--- config.mk ---
export PLATFORM = sky130hd
export DESIGN_NAME = lprc_top
export DESIGN_NICKNAME = d
export VERILOG_FILES = /design/src/common/lprc_pkg.sv /design/src/rtl/lprc_prescaler.sv /design/src/rtl/lprc_top.sv
export SDC_FILE = /design/constraint.sdc
export NUM_CORES = 1
export LEC_CHECK = 0
export ABC_AREA = 1
export BUFFER_PORTS_ARGS = -buffer_cell sky130_fd_sc_hd__buf_2
export CAP_MARGIN = 15
export CORE_ASPECT_RATIO = 0.8
export CORE_MARGIN = 4
export CORE_UTILIZATION = 45
export CTS_CLUSTER_SIZE = 20
export DETAILED_ROUTE_END_ITERATION = 8
export GPL_ROUTABILITY_DRIVEN = 0
export HOLD_SLACK_MARGIN = 0.1
export MAX_ROUTING_LAYER = met4
export PLACE_DENSITY = 0.71
export SETUP_SLACK_MARGIN = 0.15
export SYNTH_ARGS = -nofsm -noshare
export SYNTH_HDL_FRONTEND = slang
export SYNTH_SLANG_ARGS = --single-unit
--- constraint.sdc ---
create_clock -name core_clk -period 5.62 [get_ports core_clk]
set_input_delay 0.562 -clock core_clk [delete_from_list [all_inputs] [get_ports core_clk]]
set_output_delay 0.562 -clock core_clk [all_outputs]
set_load 0.05 [all_outputs]
--- src/common/lprc_pkg.sv ---
// constants, types and helpers shared by the real-time counter files
`default_nettype none
package lprc_pkg;

	// register indexes; byte address is four times the index
	localparam logic [3:0] LPRC_IDX_DIVIDER = 4'h0;
	localparam logic [3:0] LPRC_IDX_SYNC_STATE = 4'h1;
	localparam logic [3:0] LPRC_IDX_IRQ_LEVEL = 4'h2;
	localparam logic [3:0] LPRC_IDX_IRQ_FLAGS = 4'h3;
	localparam logic [3:0] LPRC_IDX_STAGING = 4'h4;
	localparam logic [3:0] LPRC_IDX_COUNT_LO = 4'h8;
	localparam logic [3:0] LPRC_IDX_COUNT_HI = 4'h9;
	localparam logic [3:0] LPRC_IDX_LIMIT_LO = 4'ha;
	localparam logic [3:0] LPRC_IDX_LIMIT_HI = 4'hb;
	localparam logic [3:0] LPRC_IDX_MATCH_LO = 4'hc;
	localparam logic [3:0] LPRC_IDX_MATCH_HI = 4'hd;

	// field positions
	localparam int LPRC_DIV_LSB = 0;
	localparam int LPRC_WRAP_LVL_LSB = 0;
	localparam int LPRC_MATCH_LVL_LSB = 2;
	localparam int LPRC_WRAP_FLAG_BIT = 0;
	localparam int LPRC_MATCH_FLAG_BIT = 1;
	localparam int LPRC_SYNC_BIT = 0;

	// reset values
	localparam logic [2:0] LPRC_DIV_RST = 3'h0;
	localparam logic [3:0] LPRC_LVL_RST = 4'h0;
	localparam logic [15:0] LPRC_COUNT_RST = 16'h0000;
	localparam logic [15:0] LPRC_LIMIT_RST = 16'hffff;
	localparam logic [15:0] LPRC_MATCH_RST = 16'h0000;
	localparam logic [7:0] LPRC_STAGING_RST = 8'h00;

	// timing: reference-clock edges a written value waits before it acts
	localparam logic [1:0] LPRC_SYNC_TICKS = 2'h2;

	typedef enum logic [2:0] {
		LPRC_DIV_OFF = 3'b000,
		LPRC_DIV_1 = 3'b001,
		LPRC_DIV_2 = 3'b010,
		LPRC_DIV_8 = 3'b011,
		LPRC_DIV_16 = 3'b100,
		LPRC_DIV_64 = 3'b101,
		LPRC_DIV_256 = 3'b110,
		LPRC_DIV_1024 = 3'b111
	} lprc_div_t;

	typedef enum logic [1:0] {
		LPRC_TGT_COUNT = 2'b00,
		LPRC_TGT_LIMIT = 2'b01,
		LPRC_TGT_MATCH = 2'b10,
		LPRC_TGT_DIVIDER = 2'b11
	} lprc_tgt_t;

	typedef enum logic {
		LPRC_SYNC_IDLE = 1'b0,
		LPRC_SYNC_WAIT = 1'b1
	} lprc_sync_t;

	// low bits that must all be one before a divided tick is let through
	function automatic logic [9:0] lprc_div_mask(input logic [2:0] sel);
		case (sel)
			LPRC_DIV_2: lprc_div_mask = 10'h001;
			LPRC_DIV_8: lprc_div_mask = 10'h007;
			LPRC_DIV_16: lprc_div_mask = 10'h00f;
			LPRC_DIV_64: lprc_div_mask = 10'h03f;
			LPRC_DIV_256: lprc_div_mask = 10'h0ff;
			LPRC_DIV_1024: lprc_div_mask = 10'h3ff;
			default: lprc_div_mask = 10'h000;
		endcase
	endfunction

	// true when this occurrence must also leave as an event
	function automatic logic lprc_event_due(input logic [1:0] seen, input logic [15:0] limit);
		logic [1:0] need;
		need = (limit == 16'h0000) ? 2'h3 : ((limit == 16'h0001) ? 2'h2 : 2'h1);
		lprc_event_due = ((seen + 2'h1) >= need);
	endfunction

endpackage
`default_nettype wire

--- src/rtl/lprc_prescaler.sv ---
// reference-clock edge finder and power-of-two prescaler
`timescale 1ns/100ps
`default_nettype none
module lprc_prescaler
	import lprc_pkg::*;
(
	// clock and reset
	input wire logic core_clk,
	input wire logic sys_rst,
	input wire logic clk_en,
	// reference clock and divider choice
	input wire logic rtc_clk_in,
	input wire logic [2:0] div_sel,
	// ticks
	output logic ref_tick,
	output logic count_tick
);

	typedef struct packed {
		logic ref_prev;
		logic [9:0] ticks;
	} lprc_pre_state_t;

	lprc_pre_state_t s_r;
	lprc_pre_state_t s_nxt;
	logic [9:0] mask;

	always_comb begin
		mask = lprc_div_mask(div_sel);
		ref_tick = clk_en & rtc_clk_in & ~s_r.ref_prev;
		// off stops the counter entirely
		count_tick = ref_tick && (div_sel != LPRC_DIV_OFF) && ((s_r.ticks & mask) == mask);
		s_nxt = s_r;
		s_nxt.ref_prev = rtc_clk_in;
		if (ref_tick) begin
			s_nxt.ticks = (div_sel == LPRC_DIV_OFF) ? 10'h000 : s_r.ticks + 10'h001;
		end
	end

	always_ff @(posedge core_clk or posedge sys_rst) begin
		if (sys_rst) begin
			s_r <= '0;
		end else if (clk_en) begin
			s_r <= s_nxt;
		end
	end

endmodule
`default_nettype wire

--- src/rtl/lprc_top.sv ---
// real-time counter: wishbone registers, sync path, counter, flags, events
// Behaviour
// - divider code 000 stops, else divide 1..1024
// - 16-bit count rises per divided tick
// - tick at wrap limit: zero count, wrap
// - tick at match value raises match
// - events thinned when wrap limit below two
// - match above wrap limit never matches
// - sync pending flag covers register crossings
// - count, limit, match, divider writes act two reference ticks later
// - bits 3:2 give match interrupt level
// - bits 1:0 give wrap interrupt level
// - match flag bit 1, vector or w1c
// - wrap flag bit 0, vector or w1c
// - low write stages, low read stages high
// - counter side paced by reference clock
`timescale 1ns/100ps
`default_nettype none
module lprc_top
	import lprc_pkg::*;
(
	// clock, reset, enable
	input wire logic core_clk,
	input wire logic sys_rst,
	input wire logic clk_en,
	// reference clock for the counter
	input wire logic rtc_clk_in,
	// wishbone slave
	input wire logic wb_cyc_i,
	input wire logic wb_stb_i,
	input wire logic wb_we_i,
	input wire logic [7:0] wb_adr_i,
	input wire logic [3:0] wb_sel_i,
	input wire logic [31:0] wb_dat_i,
	output logic [31:0] wb_dat_o,
	output logic wb_ack_o,
	// interrupt requests towards the controller
	output logic [1:0] wrap_irq_level,
	output logic wrap_irq_req,
	input wire logic wrap_vect_taken,
	output logic [1:0] match_irq_level,
	output logic match_irq_req,
	input wire logic match_vect_taken,
	// events
	output logic wrap_event,
	output logic match_event,
	// live count
	output logic [15:0] count_value
);

	typedef struct packed {
		logic ack;
		logic [7:0] rdata;
		logic [7:0] staging;
		logic [2:0] div_written;
		logic [2:0] div_live;
		logic [3:0] irq_level;
		logic wrap_flag;
		logic match_flag;
		logic [15:0] count;
		logic [15:0] wrap_limit;
		logic [15:0] match_value;
		lprc_sync_t sync;
		lprc_tgt_t pend_tgt;
		logic [15:0] pend_val;
		logic [1:0] pend_ticks;
		logic [1:0] wrap_seen;
		logic [1:0] match_seen;
		logic wrap_ev;
		logic match_ev;
	} lprc_state_t;

	lprc_state_t s_r;
	lprc_state_t s_nxt;

	logic ref_tick;
	logic count_tick;
	logic bus_hit;
	logic adr_ok;
	logic wr_lo;
	logic [3:0] idx;
	logic [7:0] wbyte;
	logic applying;
	logic hit_limit;
	logic hit_match;
	logic clr_wrap;
	logic clr_match;
	logic sync_write;

	////////////////////////////////////////////////////////////////////////////
	// prescaler on the reference clock
	lprc_prescaler u_prescaler (
		.core_clk(core_clk),
		.sys_rst(sys_rst),
		.clk_en(clk_en),
		.rtc_clk_in(rtc_clk_in),
		.div_sel(s_r.div_live),
		.ref_tick(ref_tick),
		.count_tick(count_tick)
	);

	////////////////////////////////////////////////////////////////////////////
	// register read mux, kept apart so the bus path stays readable
	function automatic logic [7:0] read_byte(input lprc_state_t s, input logic [3:0] i);
		case (i)
			LPRC_IDX_DIVIDER: read_byte = {5'h00, s.div_written};
			LPRC_IDX_SYNC_STATE: read_byte = {7'h00, s.sync == LPRC_SYNC_WAIT};
			LPRC_IDX_IRQ_LEVEL: read_byte = {4'h0, s.irq_level};
			LPRC_IDX_IRQ_FLAGS: read_byte = {6'h00, s.match_flag, s.wrap_flag};
			LPRC_IDX_STAGING: read_byte = s.staging;
			LPRC_IDX_COUNT_LO: read_byte = s.count[7:0];
			LPRC_IDX_LIMIT_LO: read_byte = s.wrap_limit[7:0];
			LPRC_IDX_MATCH_LO: read_byte = s.match_value[7:0];
			// high halves come back through the staging byte
			LPRC_IDX_COUNT_HI: read_byte = s.staging;
			LPRC_IDX_LIMIT_HI: read_byte = s.staging;
			LPRC_IDX_MATCH_HI: read_byte = s.staging;
			default: read_byte = 8'h00;
		endcase
	endfunction

	////////////////////////////////////////////////////////////////////////////
	// next state
	always_comb begin
		s_nxt = s_r;
		s_nxt.ack = 1'b0;
		s_nxt.wrap_ev = 1'b0;
		s_nxt.match_ev = 1'b0;
		idx = wb_adr_i[5:2];
		adr_ok = (wb_adr_i[1:0] == 2'b00) && (wb_adr_i[7:6] == 2'b00);
		bus_hit = wb_cyc_i & wb_stb_i & ~s_r.ack;
		wr_lo = bus_hit & wb_we_i & wb_sel_i[0] & adr_ok;
		wbyte = wb_dat_i[7:0];
		applying = 1'b0;
		hit_limit = 1'b0;
		hit_match = 1'b0;
		clr_wrap = wrap_vect_taken;
		clr_match = match_vect_taken;
		// only writes to crossing registers restart the wait; a level or
		// flag write in the same cycle must not stall a pending value
		sync_write = 1'b0;

		// bus: one-shot side effects on the first cycle of each request
		if (bus_hit) begin
			s_nxt.ack = 1'b1;
			s_nxt.rdata = adr_ok ? read_byte(s_r, idx) : 8'h00;
			if (!wb_we_i && adr_ok) begin
				case (idx)
					LPRC_IDX_COUNT_LO: s_nxt.staging = s_r.count[15:8];
					LPRC_IDX_LIMIT_LO: s_nxt.staging = s_r.wrap_limit[15:8];
					LPRC_IDX_MATCH_LO: s_nxt.staging = s_r.match_value[15:8];
					default: s_nxt.staging = s_nxt.staging;
				endcase
			end
		end

		if (wr_lo) begin
			case (idx)
				LPRC_IDX_DIVIDER: begin
					s_nxt.div_written = wbyte[LPRC_DIV_LSB +: 3];
					s_nxt.pend_tgt = LPRC_TGT_DIVIDER;
					sync_write = 1'b1;
					s_nxt.pend_val = {13'h0000, wbyte[LPRC_DIV_LSB +: 3]};
					s_nxt.pend_ticks = 2'h0;
					s_nxt.sync = LPRC_SYNC_WAIT;
				end
				LPRC_IDX_IRQ_LEVEL: s_nxt.irq_level = wbyte[3:0];
				LPRC_IDX_IRQ_FLAGS: begin
					clr_wrap = clr_wrap | wbyte[LPRC_WRAP_FLAG_BIT];
					clr_match = clr_match | wbyte[LPRC_MATCH_FLAG_BIT];
				end
				LPRC_IDX_STAGING: s_nxt.staging = wbyte;
				LPRC_IDX_COUNT_LO: s_nxt.staging = wbyte;
				LPRC_IDX_LIMIT_LO: s_nxt.staging = wbyte;
				LPRC_IDX_MATCH_LO: s_nxt.staging = wbyte;
				LPRC_IDX_COUNT_HI: begin
					s_nxt.pend_tgt = LPRC_TGT_COUNT;
					sync_write = 1'b1;
					s_nxt.pend_val = {wbyte, s_r.staging};
					s_nxt.pend_ticks = 2'h0;
					s_nxt.sync = LPRC_SYNC_WAIT;
				end
				LPRC_IDX_LIMIT_HI: begin
					s_nxt.pend_tgt = LPRC_TGT_LIMIT;
					sync_write = 1'b1;
					s_nxt.pend_val = {wbyte, s_r.staging};
					s_nxt.pend_ticks = 2'h0;
					s_nxt.sync = LPRC_SYNC_WAIT;
				end
				LPRC_IDX_MATCH_HI: begin
					s_nxt.pend_tgt = LPRC_TGT_MATCH;
					sync_write = 1'b1;
					s_nxt.pend_val = {wbyte, s_r.staging};
					s_nxt.pend_ticks = 2'h0;
					s_nxt.sync = LPRC_SYNC_WAIT;
				end
				default: s_nxt.staging = s_nxt.staging;
			endcase
		end

		////////////////////////////////////////////////////////////////////////
		// crossing: a staged value reaches the counter side only on reference
		// edges; a new write while waiting simply restarts the wait
		case (s_r.sync)
			LPRC_SYNC_IDLE: s_nxt.pend_ticks = s_nxt.pend_ticks;
			LPRC_SYNC_WAIT: begin
				if (ref_tick && !sync_write) begin
					if (s_r.pend_ticks == LPRC_SYNC_TICKS - 2'h1) begin
						applying = 1'b1;
						s_nxt.sync = LPRC_SYNC_IDLE;
						case (s_r.pend_tgt)
							LPRC_TGT_COUNT: s_nxt.count = s_r.pend_val;
							LPRC_TGT_LIMIT: s_nxt.wrap_limit = s_r.pend_val;
							LPRC_TGT_MATCH: s_nxt.match_value = s_r.pend_val;
							default: s_nxt.div_live = s_r.pend_val[2:0];
						endcase
					end else begin
						s_nxt.pend_ticks = s_r.pend_ticks + 2'h1;
					end
				end
			end
			default: s_nxt.sync = LPRC_SYNC_IDLE;
		endcase

		////////////////////////////////////////////////////////////////////////
		// counting; a count load landing on the same tick wins
		if (count_tick) begin
			hit_limit = (s_r.count == s_r.wrap_limit);
			// compare above the limit is unreachable by design
			hit_match = (s_r.count == s_r.match_value) && (s_r.match_value <= s_r.wrap_limit);
			if (!(applying && s_r.pend_tgt == LPRC_TGT_COUNT)) begin
				s_nxt.count = hit_limit ? 16'h0000 : s_r.count + 16'h0001;
			end
			if (hit_limit) begin
				s_nxt.wrap_ev = lprc_event_due(s_r.wrap_seen, s_r.wrap_limit);
				s_nxt.wrap_seen = s_nxt.wrap_ev ? 2'h0 : s_r.wrap_seen + 2'h1;
			end
			if (hit_match) begin
				s_nxt.match_ev = lprc_event_due(s_r.match_seen, s_r.wrap_limit);
				s_nxt.match_seen = s_nxt.match_ev ? 2'h0 : s_r.match_seen + 2'h1;
			end
		end

		////////////////////////////////////////////////////////////////////////
		// flags: a set in the same cycle as a clear wins
		if (clr_wrap) begin
			s_nxt.wrap_flag = 1'b0;
		end
		if (clr_match) begin
			s_nxt.match_flag = 1'b0;
		end
		if (hit_limit) begin
			s_nxt.wrap_flag = 1'b1;
		end
		if (hit_match) begin
			s_nxt.match_flag = 1'b1;
		end
	end

	////////////////////////////////////////////////////////////////////////////
	// state register; enable low freezes everything
	always_ff @(posedge core_clk or posedge sys_rst) begin
		if (sys_rst) begin
			s_r.ack <= 1'b0;
			s_r.rdata <= 8'h00;
			s_r.staging <= LPRC_STAGING_RST;
			s_r.div_written <= LPRC_DIV_RST;
			s_r.div_live <= LPRC_DIV_RST;
			s_r.irq_level <= LPRC_LVL_RST;
			s_r.wrap_flag <= 1'b0;
			s_r.match_flag <= 1'b0;
			s_r.count <= LPRC_COUNT_RST;
			s_r.wrap_limit <= LPRC_LIMIT_RST;
			s_r.match_value <= LPRC_MATCH_RST;
			s_r.sync <= LPRC_SYNC_IDLE;
			s_r.pend_tgt <= LPRC_TGT_COUNT;
			s_r.pend_val <= 16'h0000;
			s_r.pend_ticks <= 2'h0;
			s_r.wrap_seen <= 2'h0;
			s_r.match_seen <= 2'h0;
			s_r.wrap_ev <= 1'b0;
			s_r.match_ev <= 1'b0;
		end else if (clk_en) begin
			s_r <= s_nxt;
		end
	end

	////////////////////////////////////////////////////////////////////////////
	// outputs
	always_comb begin
		wb_dat_o = {24'h000000, s_r.rdata};
		wb_ack_o = s_r.ack;
		wrap_irq_level = s_r.irq_level[LPRC_WRAP_LVL_LSB +: 2];
		match_irq_level = s_r.irq_level[LPRC_MATCH_LVL_LSB +: 2];
		// level zero means disabled
		wrap_irq_req = s_r.wrap_flag && (wrap_irq_level != 2'h0);
		match_irq_req = s_r.match_flag && (match_irq_level != 2'h0);
		wrap_event = s_r.wrap_ev;
		match_event = s_r.match_ev;
		count_value = s_r.count;
	end

endmodule
`default_nettype wire

Word-level counts from Yosys, hierarchy flattened:

Cells that the tools add are included.

* mux-type cells: 46
* bitwise operators: 14
* $add $sub $neg: 5
* $lt $le $gt $ge: 3
* equality and inequality tests: 23
* reduce and logical (&&, ||, !) cells: 39

Operator list (count)
* two-way mux 49 bit: 3
* two-way mux 16 bit: 6
* case mux 21 bit (4 select lines): 1
* case mux 8 bit (8 select lines): 1
* case mux 10 bit (6 select lines): 1
* equality test 16 bit: 2
* equality test 4 bit, second input constant: 6
* two-way mux 8 bit: 3
* case mux 8 bit (3 select lines): 1
* two-way mux 21 bit: 1
* two-way mux 1 bit: 17
* two-way mux 17 bit: 1
* adder 16 x 1 -> 16 bit, second input constant: 1
* equality test 16 x 1 -> 1 bit, second input constant: 1
* <= comparator 16 bit: 1
* zero test 16 bit: 1
* AND reduction 3 bit: 5
* AND reduction 5 bit: 3
* two-way mux 2 bit: 7
* equality test 3 bit, second input constant: 4
* OR reduction 4 bit: 3
* two-way mux 11 bit: 1
* adder 10 x 1 -> 10 bit, second input constant: 1
* bitwise AND 10 bit: 1
* other kinds (25): 58

* register bits after elaboration: 115
* logic and storage cells: 151
* bits of input ports: 53

Longest topological paths before layout:

Gate-level depths: netlist (run 1).

* depth in word-level cells: 13
* gate-level depth with buffers: 16

Modules after synthesis:

A second synthesis (run 1) with hierarchy kept.

* cells, all modules: 1145
* area, all modules: 7943.9 µm²

By module, submodules not included
* lprc_top: sequential area each 2622.5 µm², area an instance 7262.0 µm², cells an instance 1050, instances 1
* lprc_prescaler: sequential area each 275.3 µm², area an instance 681.9 µm², cells an instance 95, instances 1

Least setup slack after synthesis (run 1):

No wires, ideal clock.

* path kind: reg-to-reg
* start point: register s_r, in the netlist wb_ack_o
* end point: register s_r[93] (netlist bit)
* arrival: 1.668 ns
* data required time: 5.494 ns
* cell stages (with the launch flop): 10
* clock period less this slack: 1.794 ns
* path buffers: 1
* setup slack: 3.826 ns
* cell sequence: dfrtp_1 > inv_1 > nand3_1 > nor2_4 > nand2_1 > a21oi_2 > buf_2 > a21oi_1 > o21ai_0 > a21oi_1

* word-level cells in the longest chain between the ends: 6
* elaborated cells between the ends (all ways): 8

Ends and longest elaborated chain
* start, declared: RTL line lprc_top.sv:73 `lprc_state_t s_r;`
* start signal, assigned: RTL line lprc_top.sv:284 `s_r <= s_nxt;`
* inverter 1 bit *: RTL line lprc_top.sv:131 `bus_hit = wb_cyc_i & wb_stb_i & ~s_r.ack;`
* bitwise AND 1 bit *: RTL line lprc_top.sv:131
* bitwise AND 1 bit (3 in series): RTL line lprc_top.sv:132 `wr_lo = bus_hit & wb_we_i & wb_sel_i[0] & adr_ok;`
* two-way mux 11 bit *: RTL line lprc_top.sv:157 `if (wr_lo) begin`

Every way passes the cells marked *; elsewhere a longest branch is shown, timed or not.
A chain may end at the register's enable or synchronous reset.

Worst setup path after layout (run 1):

* start point: input port clk_en
* end point: register s_r[36] (netlist bit)

* word-level cells in the longest chain between the ends: 4

Ends and longest elaborated chain
* start, declared: RTL line lprc_top.sv:25 `input wire logic clk_en,`
* bitwise AND 1 bit (2 in series): RTL line lprc_prescaler.sv:30 `ref_tick = clk_en & rtc_clk_in & ~s_r.ref_prev;`
* logical AND 1 bit: RTL line lprc_top.sv:207 `if (ref_tick && !sync_write) begin`
* AND reduction 5 bit (no line) *

Marked as above.

==> results.cfg, run 1 <==
[synth]
ys_async_sr_fraction_pct = 100
synth_edf_count = 0
syn_area_mm2 = 0.00804
yosys-top-cells-count = 342 x nand2_1, 143 x inv_1, 99 x dfrtp_1
synth_cell_type_count = 47
ys_warn_count = 0
synth.avg_cell_area_um2 = 7.14
synth_area_leaders = dfrtp_1 31%, nand2_1 16%, inv_1 6.7%
synth_top_area_share_pct = 30.8
syn_inst = 1126
yosys_most_used_dff = dfrtp_1
yosysMostFrequentCell = nand2_1
yosys_register_bits = 115
synth.largest_area_cell = dfrtp_1
ys_seq_area_share_pct = 36.1

[routing]
viasPerCell = 5.37
firstDrtPassIters = 6
post-route-drc-count = 0
routed-via-count = 7405
post_drt_wl_per_cell_um = 16.4
drtAntennaViolNets = 0
drt_wl_total_um = 22600
drt_iter0_drc = 828

[timing]
finalHoldViolCount = 0
tightest_slew_ns = 0.888
report.final.slew_viol_count = 0
relSlewSlack_pct = 40.8
fin_crit_ns = 2.61
finalCritPeriodShare_pct = 46.5
tns_ns = 0
fmax_mhz = 382
setup_violations = 0
fin_worst_skew_ns = 0.00884
whs_ns = 0.221
rsz0062_at_grt = false

[power]
p_total_mw = 3.62
power_density_mw_per_mm2 = 414
p_leak_nw = 4.55
ir_drop_mv = 0.214

[grt]
grt_pass1_wl_um = 36700
grt.total_usage_pct = 23.8
grt_max_degree = 71
overflow = 0
grt_pass1_vias = 6951
antenna_found_initial = 0

[clock_network]
cts.repair.resized = 0
clk_pin_slew_ns = 0.06
cts-buffers-inserted = 17
clk_path_buf_depth = 2
cts_tree = yes
clk-insertion-delay-late_ns = 0.42
cts.sinks = 115
cts_root_buffer = clkbuf_16
ctsHoldBuffers = 0
postCtsSetupRepairBufs = 0
h-tree-depth = 4

[setup_path]
cp_max_fo = 32
critPathRequiredTime_ns = 5.91
r2r_cells = 10
endpoint_kind = flip-flop
reg2reg_slack_ns = 3.32
reg2reg_to = s_r[4]$_DFFE_PP0P_
crit_type = in2reg
rr_startpoint = s_r[50]$_DFFE_PP1P_
startpoint_type = input port
arrival_ns = 2.90

[cells_and_area]
antenna_cells_inserted = 0
instances_no_fill = 1378
drive_above_1_share_pct = 15.8
layout.nets = 1216
area_delta_synth_final_pct = 8.77

[floorplanning]
io_pins = 110
die_h_um = 128
coreArea_mm2 = 0.0174
die_w_um = 157
fp-row-count = 43
die_area_mm2 = 0.0201
start_util_pct = 46.1

[hold_path]
hp-class = in2async

[place]
dpl.cell_count = 1347
io_buffers = 58
dpl.hpwl_um = 16400

[flow_run]
cap_violations = 0

[outcome]
outcome = complete, no violations
-- power breakdown --
| part | internal, mW | switching (mW) | leakage, nW |
|---|---|---|---|
| combinational | 0.379 | 0.884 | 2.86 |
| sequential | 0.960 | 0.218 | 1.39 |
| clock | 0.746 | 0.434 | 0.297 |
| total | 2.08 | 1.54 | 4.55 |
-- worst max path at each step --
| stage | startpoint | endpoint | slack [ns] | cells after the start |
|---|---|---|---|---|
| 2_1_floorplan | sys_rst | count_value[0]$_DFFE_PP0P_ | 2.04 | 1 |
| 3_5_place_dp | clk_en | s_r[36]$_DFFE_PP0P_ | 2.58 | 10 |
| 3_3_place_gp | clk_en | s_r[36]$_DFFE_PP0P_ | 2.57 | 10 |
| 4_1_cts | clk_en | s_r[36]$_DFFE_PP0P_ | 2.99 | 10 |
| 5_1_grt | clk_en | count_value[15]$_DFFE_PP0P_ | 2.70 | 9 |
| 6_report | clk_en | s_r[36]$_DFFE_PP0P_ | 3.01 | 10 |
-- metrics by stage --
step | setup WS (ns) | util (%) | cell area (um2)
after floorplan | 2.04 | - | 8120
after global placement | 2.57 | 46.5 | 8110
after detailed placement | 2.58 | 46.5 | 8110
after CTS | 2.99 | 50.1 | 8740
after global routing | 2.70 | 50.1 | 8740
final | 3.01 | 50.1 | 8740
-- metal layers --
metal | vias up | part of all wire, % | global-route usage [%]
li1 | 3583 | - | -
met1 | 3483 | 45 | 33.8
met2 | 301 | 45 | 34.9
met3 | 38 | 8.2 | 4.44
met4 | 0 | 1.9 | 6.98
met5 | - | 0 | -
-- cells by family (layout without fill, tap and decap cells) --
group | Yosys count | count (layout) | share of synthesized area, %
other | 1 | 24 | 0.0467
adders and majority gates | 22 | 22 | 3.43
and+or+nand+nor | 569 | 569 | 31.4
DFF | 115 | 115 | 36.1
AOI/OAI and AO/OA | 162 | 162 | 12.4
xor gates and xnor gates | 18 | 18 | 1.96
buffers and inverters | 239 | 243 | 14.6
-- worst max-delay path, stage by stage --
cell     delay [ns]
buf_2          0.52
nand2_2        0.15
nor2_4         0.21
nand3_2        0.16
nor2_8         0.32
nand2_4        0.09
inv_2          0.11
nand3_4        0.45
nand2_1        0.23
o21ai_2        0.07
-- flip-flops by register name (all words and copies together) (netlist names) --
| name | count |
|---|---|
| wb_dat_o | 8 |
| wrap_irq_level | 2 |
| wrap_event | 1 |
| count_value | 16 |
| s_r | 73 |
| wb_ack_o | 1 |
| match_irq_level | 2 |
| match_event | 1 |
| u_prescaler.s_r | 11 |
-- area by class of cell --
type,count,area [um2]
well taps,225,282
inverters,151,571
flip-flops and latches,115,2900
fillers,1688,8690
repair buffers,61,313
multi-input cells,795,4050
clock buffers,17,425
clock inverters,14,204
-- cells in the final DEF, fill, tap and decap left out, drive strengths merged, types with 22 or more instances in the layout --
cell type	n
o21ai	83
nor2	82
ha	22
nand4	27
dfrtp	99
buf	61
inv	152
nand3	85
conb	24
nand2	364
a21oi	39
(Power assumes the default switching activity.)
==> inputs of run 2 (changes only) <==
==> constraint.sdc (replaced) <==
create_clock -name core_clk -period 2.5 [get_ports core_clk]
set_input_delay 0.25 -clock core_clk [delete_from_list [all_inputs] [get_ports core_clk]]
set_output_delay 0.25 -clock core_clk [all_outputs]
set_load 0.05 [all_outputs]
==> run 2 against run 1 <==
Effect of this change: wire length grew 1.3%; flip-flop and latch count did not move; sequential share of layout area shrank 0.67 points; worst hold slack worse by 0.11 ns; clock skew fell by 0.0011 ns; sequential power is 110% higher; register-to-register slack worse by 3.0 ns; via count grew 0.16%; non-clock buffer count rose by 21; clock-buffer cell count increased by 1; cell area increased by 2.1%; critical endpoint is now s_r[45]$_DFFE_PP1P_; largest cell class unchanged.
==> results.cfg, run 2 (synthesized netlist as in run 1, its figures left out) <==
[power]
p_int_mw = 4.60
power.switching_mw = 3.47
power_frac_seq_pct = 31.3
p_sw_share_pct = 43.0
combPwrFrac_pct = 38.0
power_density_mw_per_mm2 = 905
p_leak_nw = 4.63
clkPwrFrac_pct = 30.7
ir_drop_mv = 0.544

[floorplanning]
die_area_mm2 = 0.0201
io_pins = 110
fp-row-count = 43
start_util_pct = 46.1
die_h_um = 128
die_w_um = 157
coreArea_mm2 = 0.0174

[setup_path]
arrival_ns = 2.56
startpoint_type = input port
slowest_stage = dlygate4sd3_1
path_buf_inv = 3
rr_startpoint = s_r[48]$_DFFE_PP1P_
crit_path_start = rtc_clk_in
reg2reg_slack_ns = 0.33
r2r_cells = 10
endpoint_kind = flip-flop
critPathTopFamily = simple AND/OR/NAND/NOR gates
reg2reg_to = s_r[4]$_DFFE_PP0P_
critPathRequiredTime_ns = 2.84
critical-path-max-stage-delay_ns = 0.52
cp_cell_sequence = dlygate4sd3_1 > buf_2 > nand2_2 > nor2_4 > nand3_2 > nor2_8 > nand2_4 > inv_2 > nand3_4 > nand2_1 > o21ai_2
crit_end = s_r[45]$_DFFE_PP1P_
cp_max_fo = 32
crit_type = in2reg
crit_cells = 11

[clock_network]
h-tree-depth = 4
cts_tree = yes
cts-buffers-inserted = 17
clk_path_buf_depth = 2
cts_root_buffer = clkbuf_16
clk_pin_slew_ns = 0.06
clk-insertion-delay-late_ns = 0.43
cts.sinks = 115

[timing]
timing.final.ws_setup_ns = 0.279
fin_crit_ns = 2.22
rsz0062_at_grt = true
tns_ns = 0
tightest_slew_ns = 0.651
fmax_mhz = 450
finalHoldViolCount = 0
relSlewSlack_pct = 56.6
fin_worst_skew_ns = 0.00771
setup_violations = 0
finalCritPeriodShare_pct = 88.8
report.final.slew_viol_count = 0

[place]
dpl_worst_slack_ns = 0.198
dpl.cell_count = 1361
io_buffers = 58
dpl.hpwl_um = 16700
placed_cell_area_mm2 = 0.00823

[cells_and_area]
antenna_cells_inserted = 0
instances_no_fill = 1401
top_register = s_r
fin_area_mm2 = 0.00892
final_cell_mix = 342 x nand2_1, 142 x inv_1, 99 x dfrtp_1, 79 x nand3_1, 75 x nor2_1
area_delta_synth_final_pct = 11.0
layout.nets = 1238
largest_reg_flops = 73
final_common_cell = nand2_1
final_util_pct = 51.2
drive_above_1_share_pct = 16.9

[grt]
grt_pass1_wl_um = 37000
grt_pass1_vias = 6985
overflow = 0
grt_max_degree = 70
antenna_found_initial = 0
grt.total_usage_pct = 24.0

[routing]
firstDrtPassIters = 5
post-route-drc-count = 0
drt_iter0_drc = 781
viasPerCell = 5.29
drt_wl_total_um = 22900
post_drt_wl_per_cell_um = 16.3
drtAntennaViolNets = 0
routed-via-count = 7417

[hold_path]
hp-class = in2reg

[flow_run]
cap_violations = 0

[outcome]
outcome = complete, no violations
-- run 2: per-layer routing --
metal,vias to the layer above,track usage [%],routed length (um)
met1,3470,34.2,10600
met3,33,4.71,1760
met5,-,-,0
met2,286,35.1,10100
met4,0,6.73,431
li1,3628,-,-
-- run 2: power groups by stage --
stage | clock network [mW] | registers, mW | logic (mW)
3_5_place_dp | 0 | 2.55 | 3.03
5_1_grt | 2.58 | 2.58 | 3.43
4_1_cts | 2.49 | 2.52 | 3.07
3_3_place_gp | 0 | 2.54 | 2.97
6_report | 2.48 | 2.53 | 3.07
2_1_floorplan | 0 | 2.40 | 2.56
-- run 2: through the flow --
stage	power (mW)	hold slack, ns
2_1_floorplan	4.96	0.391
3_3_place_gp	5.51	0.315
3_5_place_dp	5.58	0.326
4_1_cts	8.08	0.108
5_1_grt	8.59	0.129
6_report	8.07	0.111
-- run 2: area by class of cell --
| type | count | area [um2] |
|---|---|---|
| fillers | 1698 | 8510 |
| multi-input cells | 796 | 4080 |
| flip-flops and latches | 115 | 2900 |
| inverters | 151 | 572 |
| repair buffers | 82 | 500 |
| clock buffers | 18 | 439 |
| well taps | 225 | 282 |
| clock inverters | 14 | 151 |
-- run 2: repair_timing --
item,4_1_cts,5_1_grt
hold buffers,7,0
gates resized for setup,0,3
setup buffers,0,0
endpoints found under the hold margin,25,0
endpoints found under the setup margin,0,37
-- run 2: worst min-delay path by stage --
stage	from	cells past startpoint	to
after floorplan	clk_en	2	u_prescaler.s_r[10]$_DFFE_PP0P_
after global placement	sys_rst	2	s_r[5]$_DFFE_PP0P_
after detailed placement	sys_rst	2	s_r[75]$_DFFE_PP0P_
after CTS	wrap_vect_taken	4	s_r[76]$_DFFE_PP0P_
after global routing	wrap_vect_taken	4	s_r[76]$_DFFE_PP0P_
final	wrap_vect_taken	4	s_r[76]$_DFFE_PP0P_
-- run 2: worst reg2reg max path, delay by kind of cell, from the launching register on --
kind | cells | cell delay [ns]
AO/OA/AOI/OAI | 3 | 0.67
AND/OR/NAND/NOR | 4 | 0.50
flip-flops | 1 | 0.38
adder cells (fa/ha/maj) | 1 | 0.38
buffers and inverters | 2 | 0.16
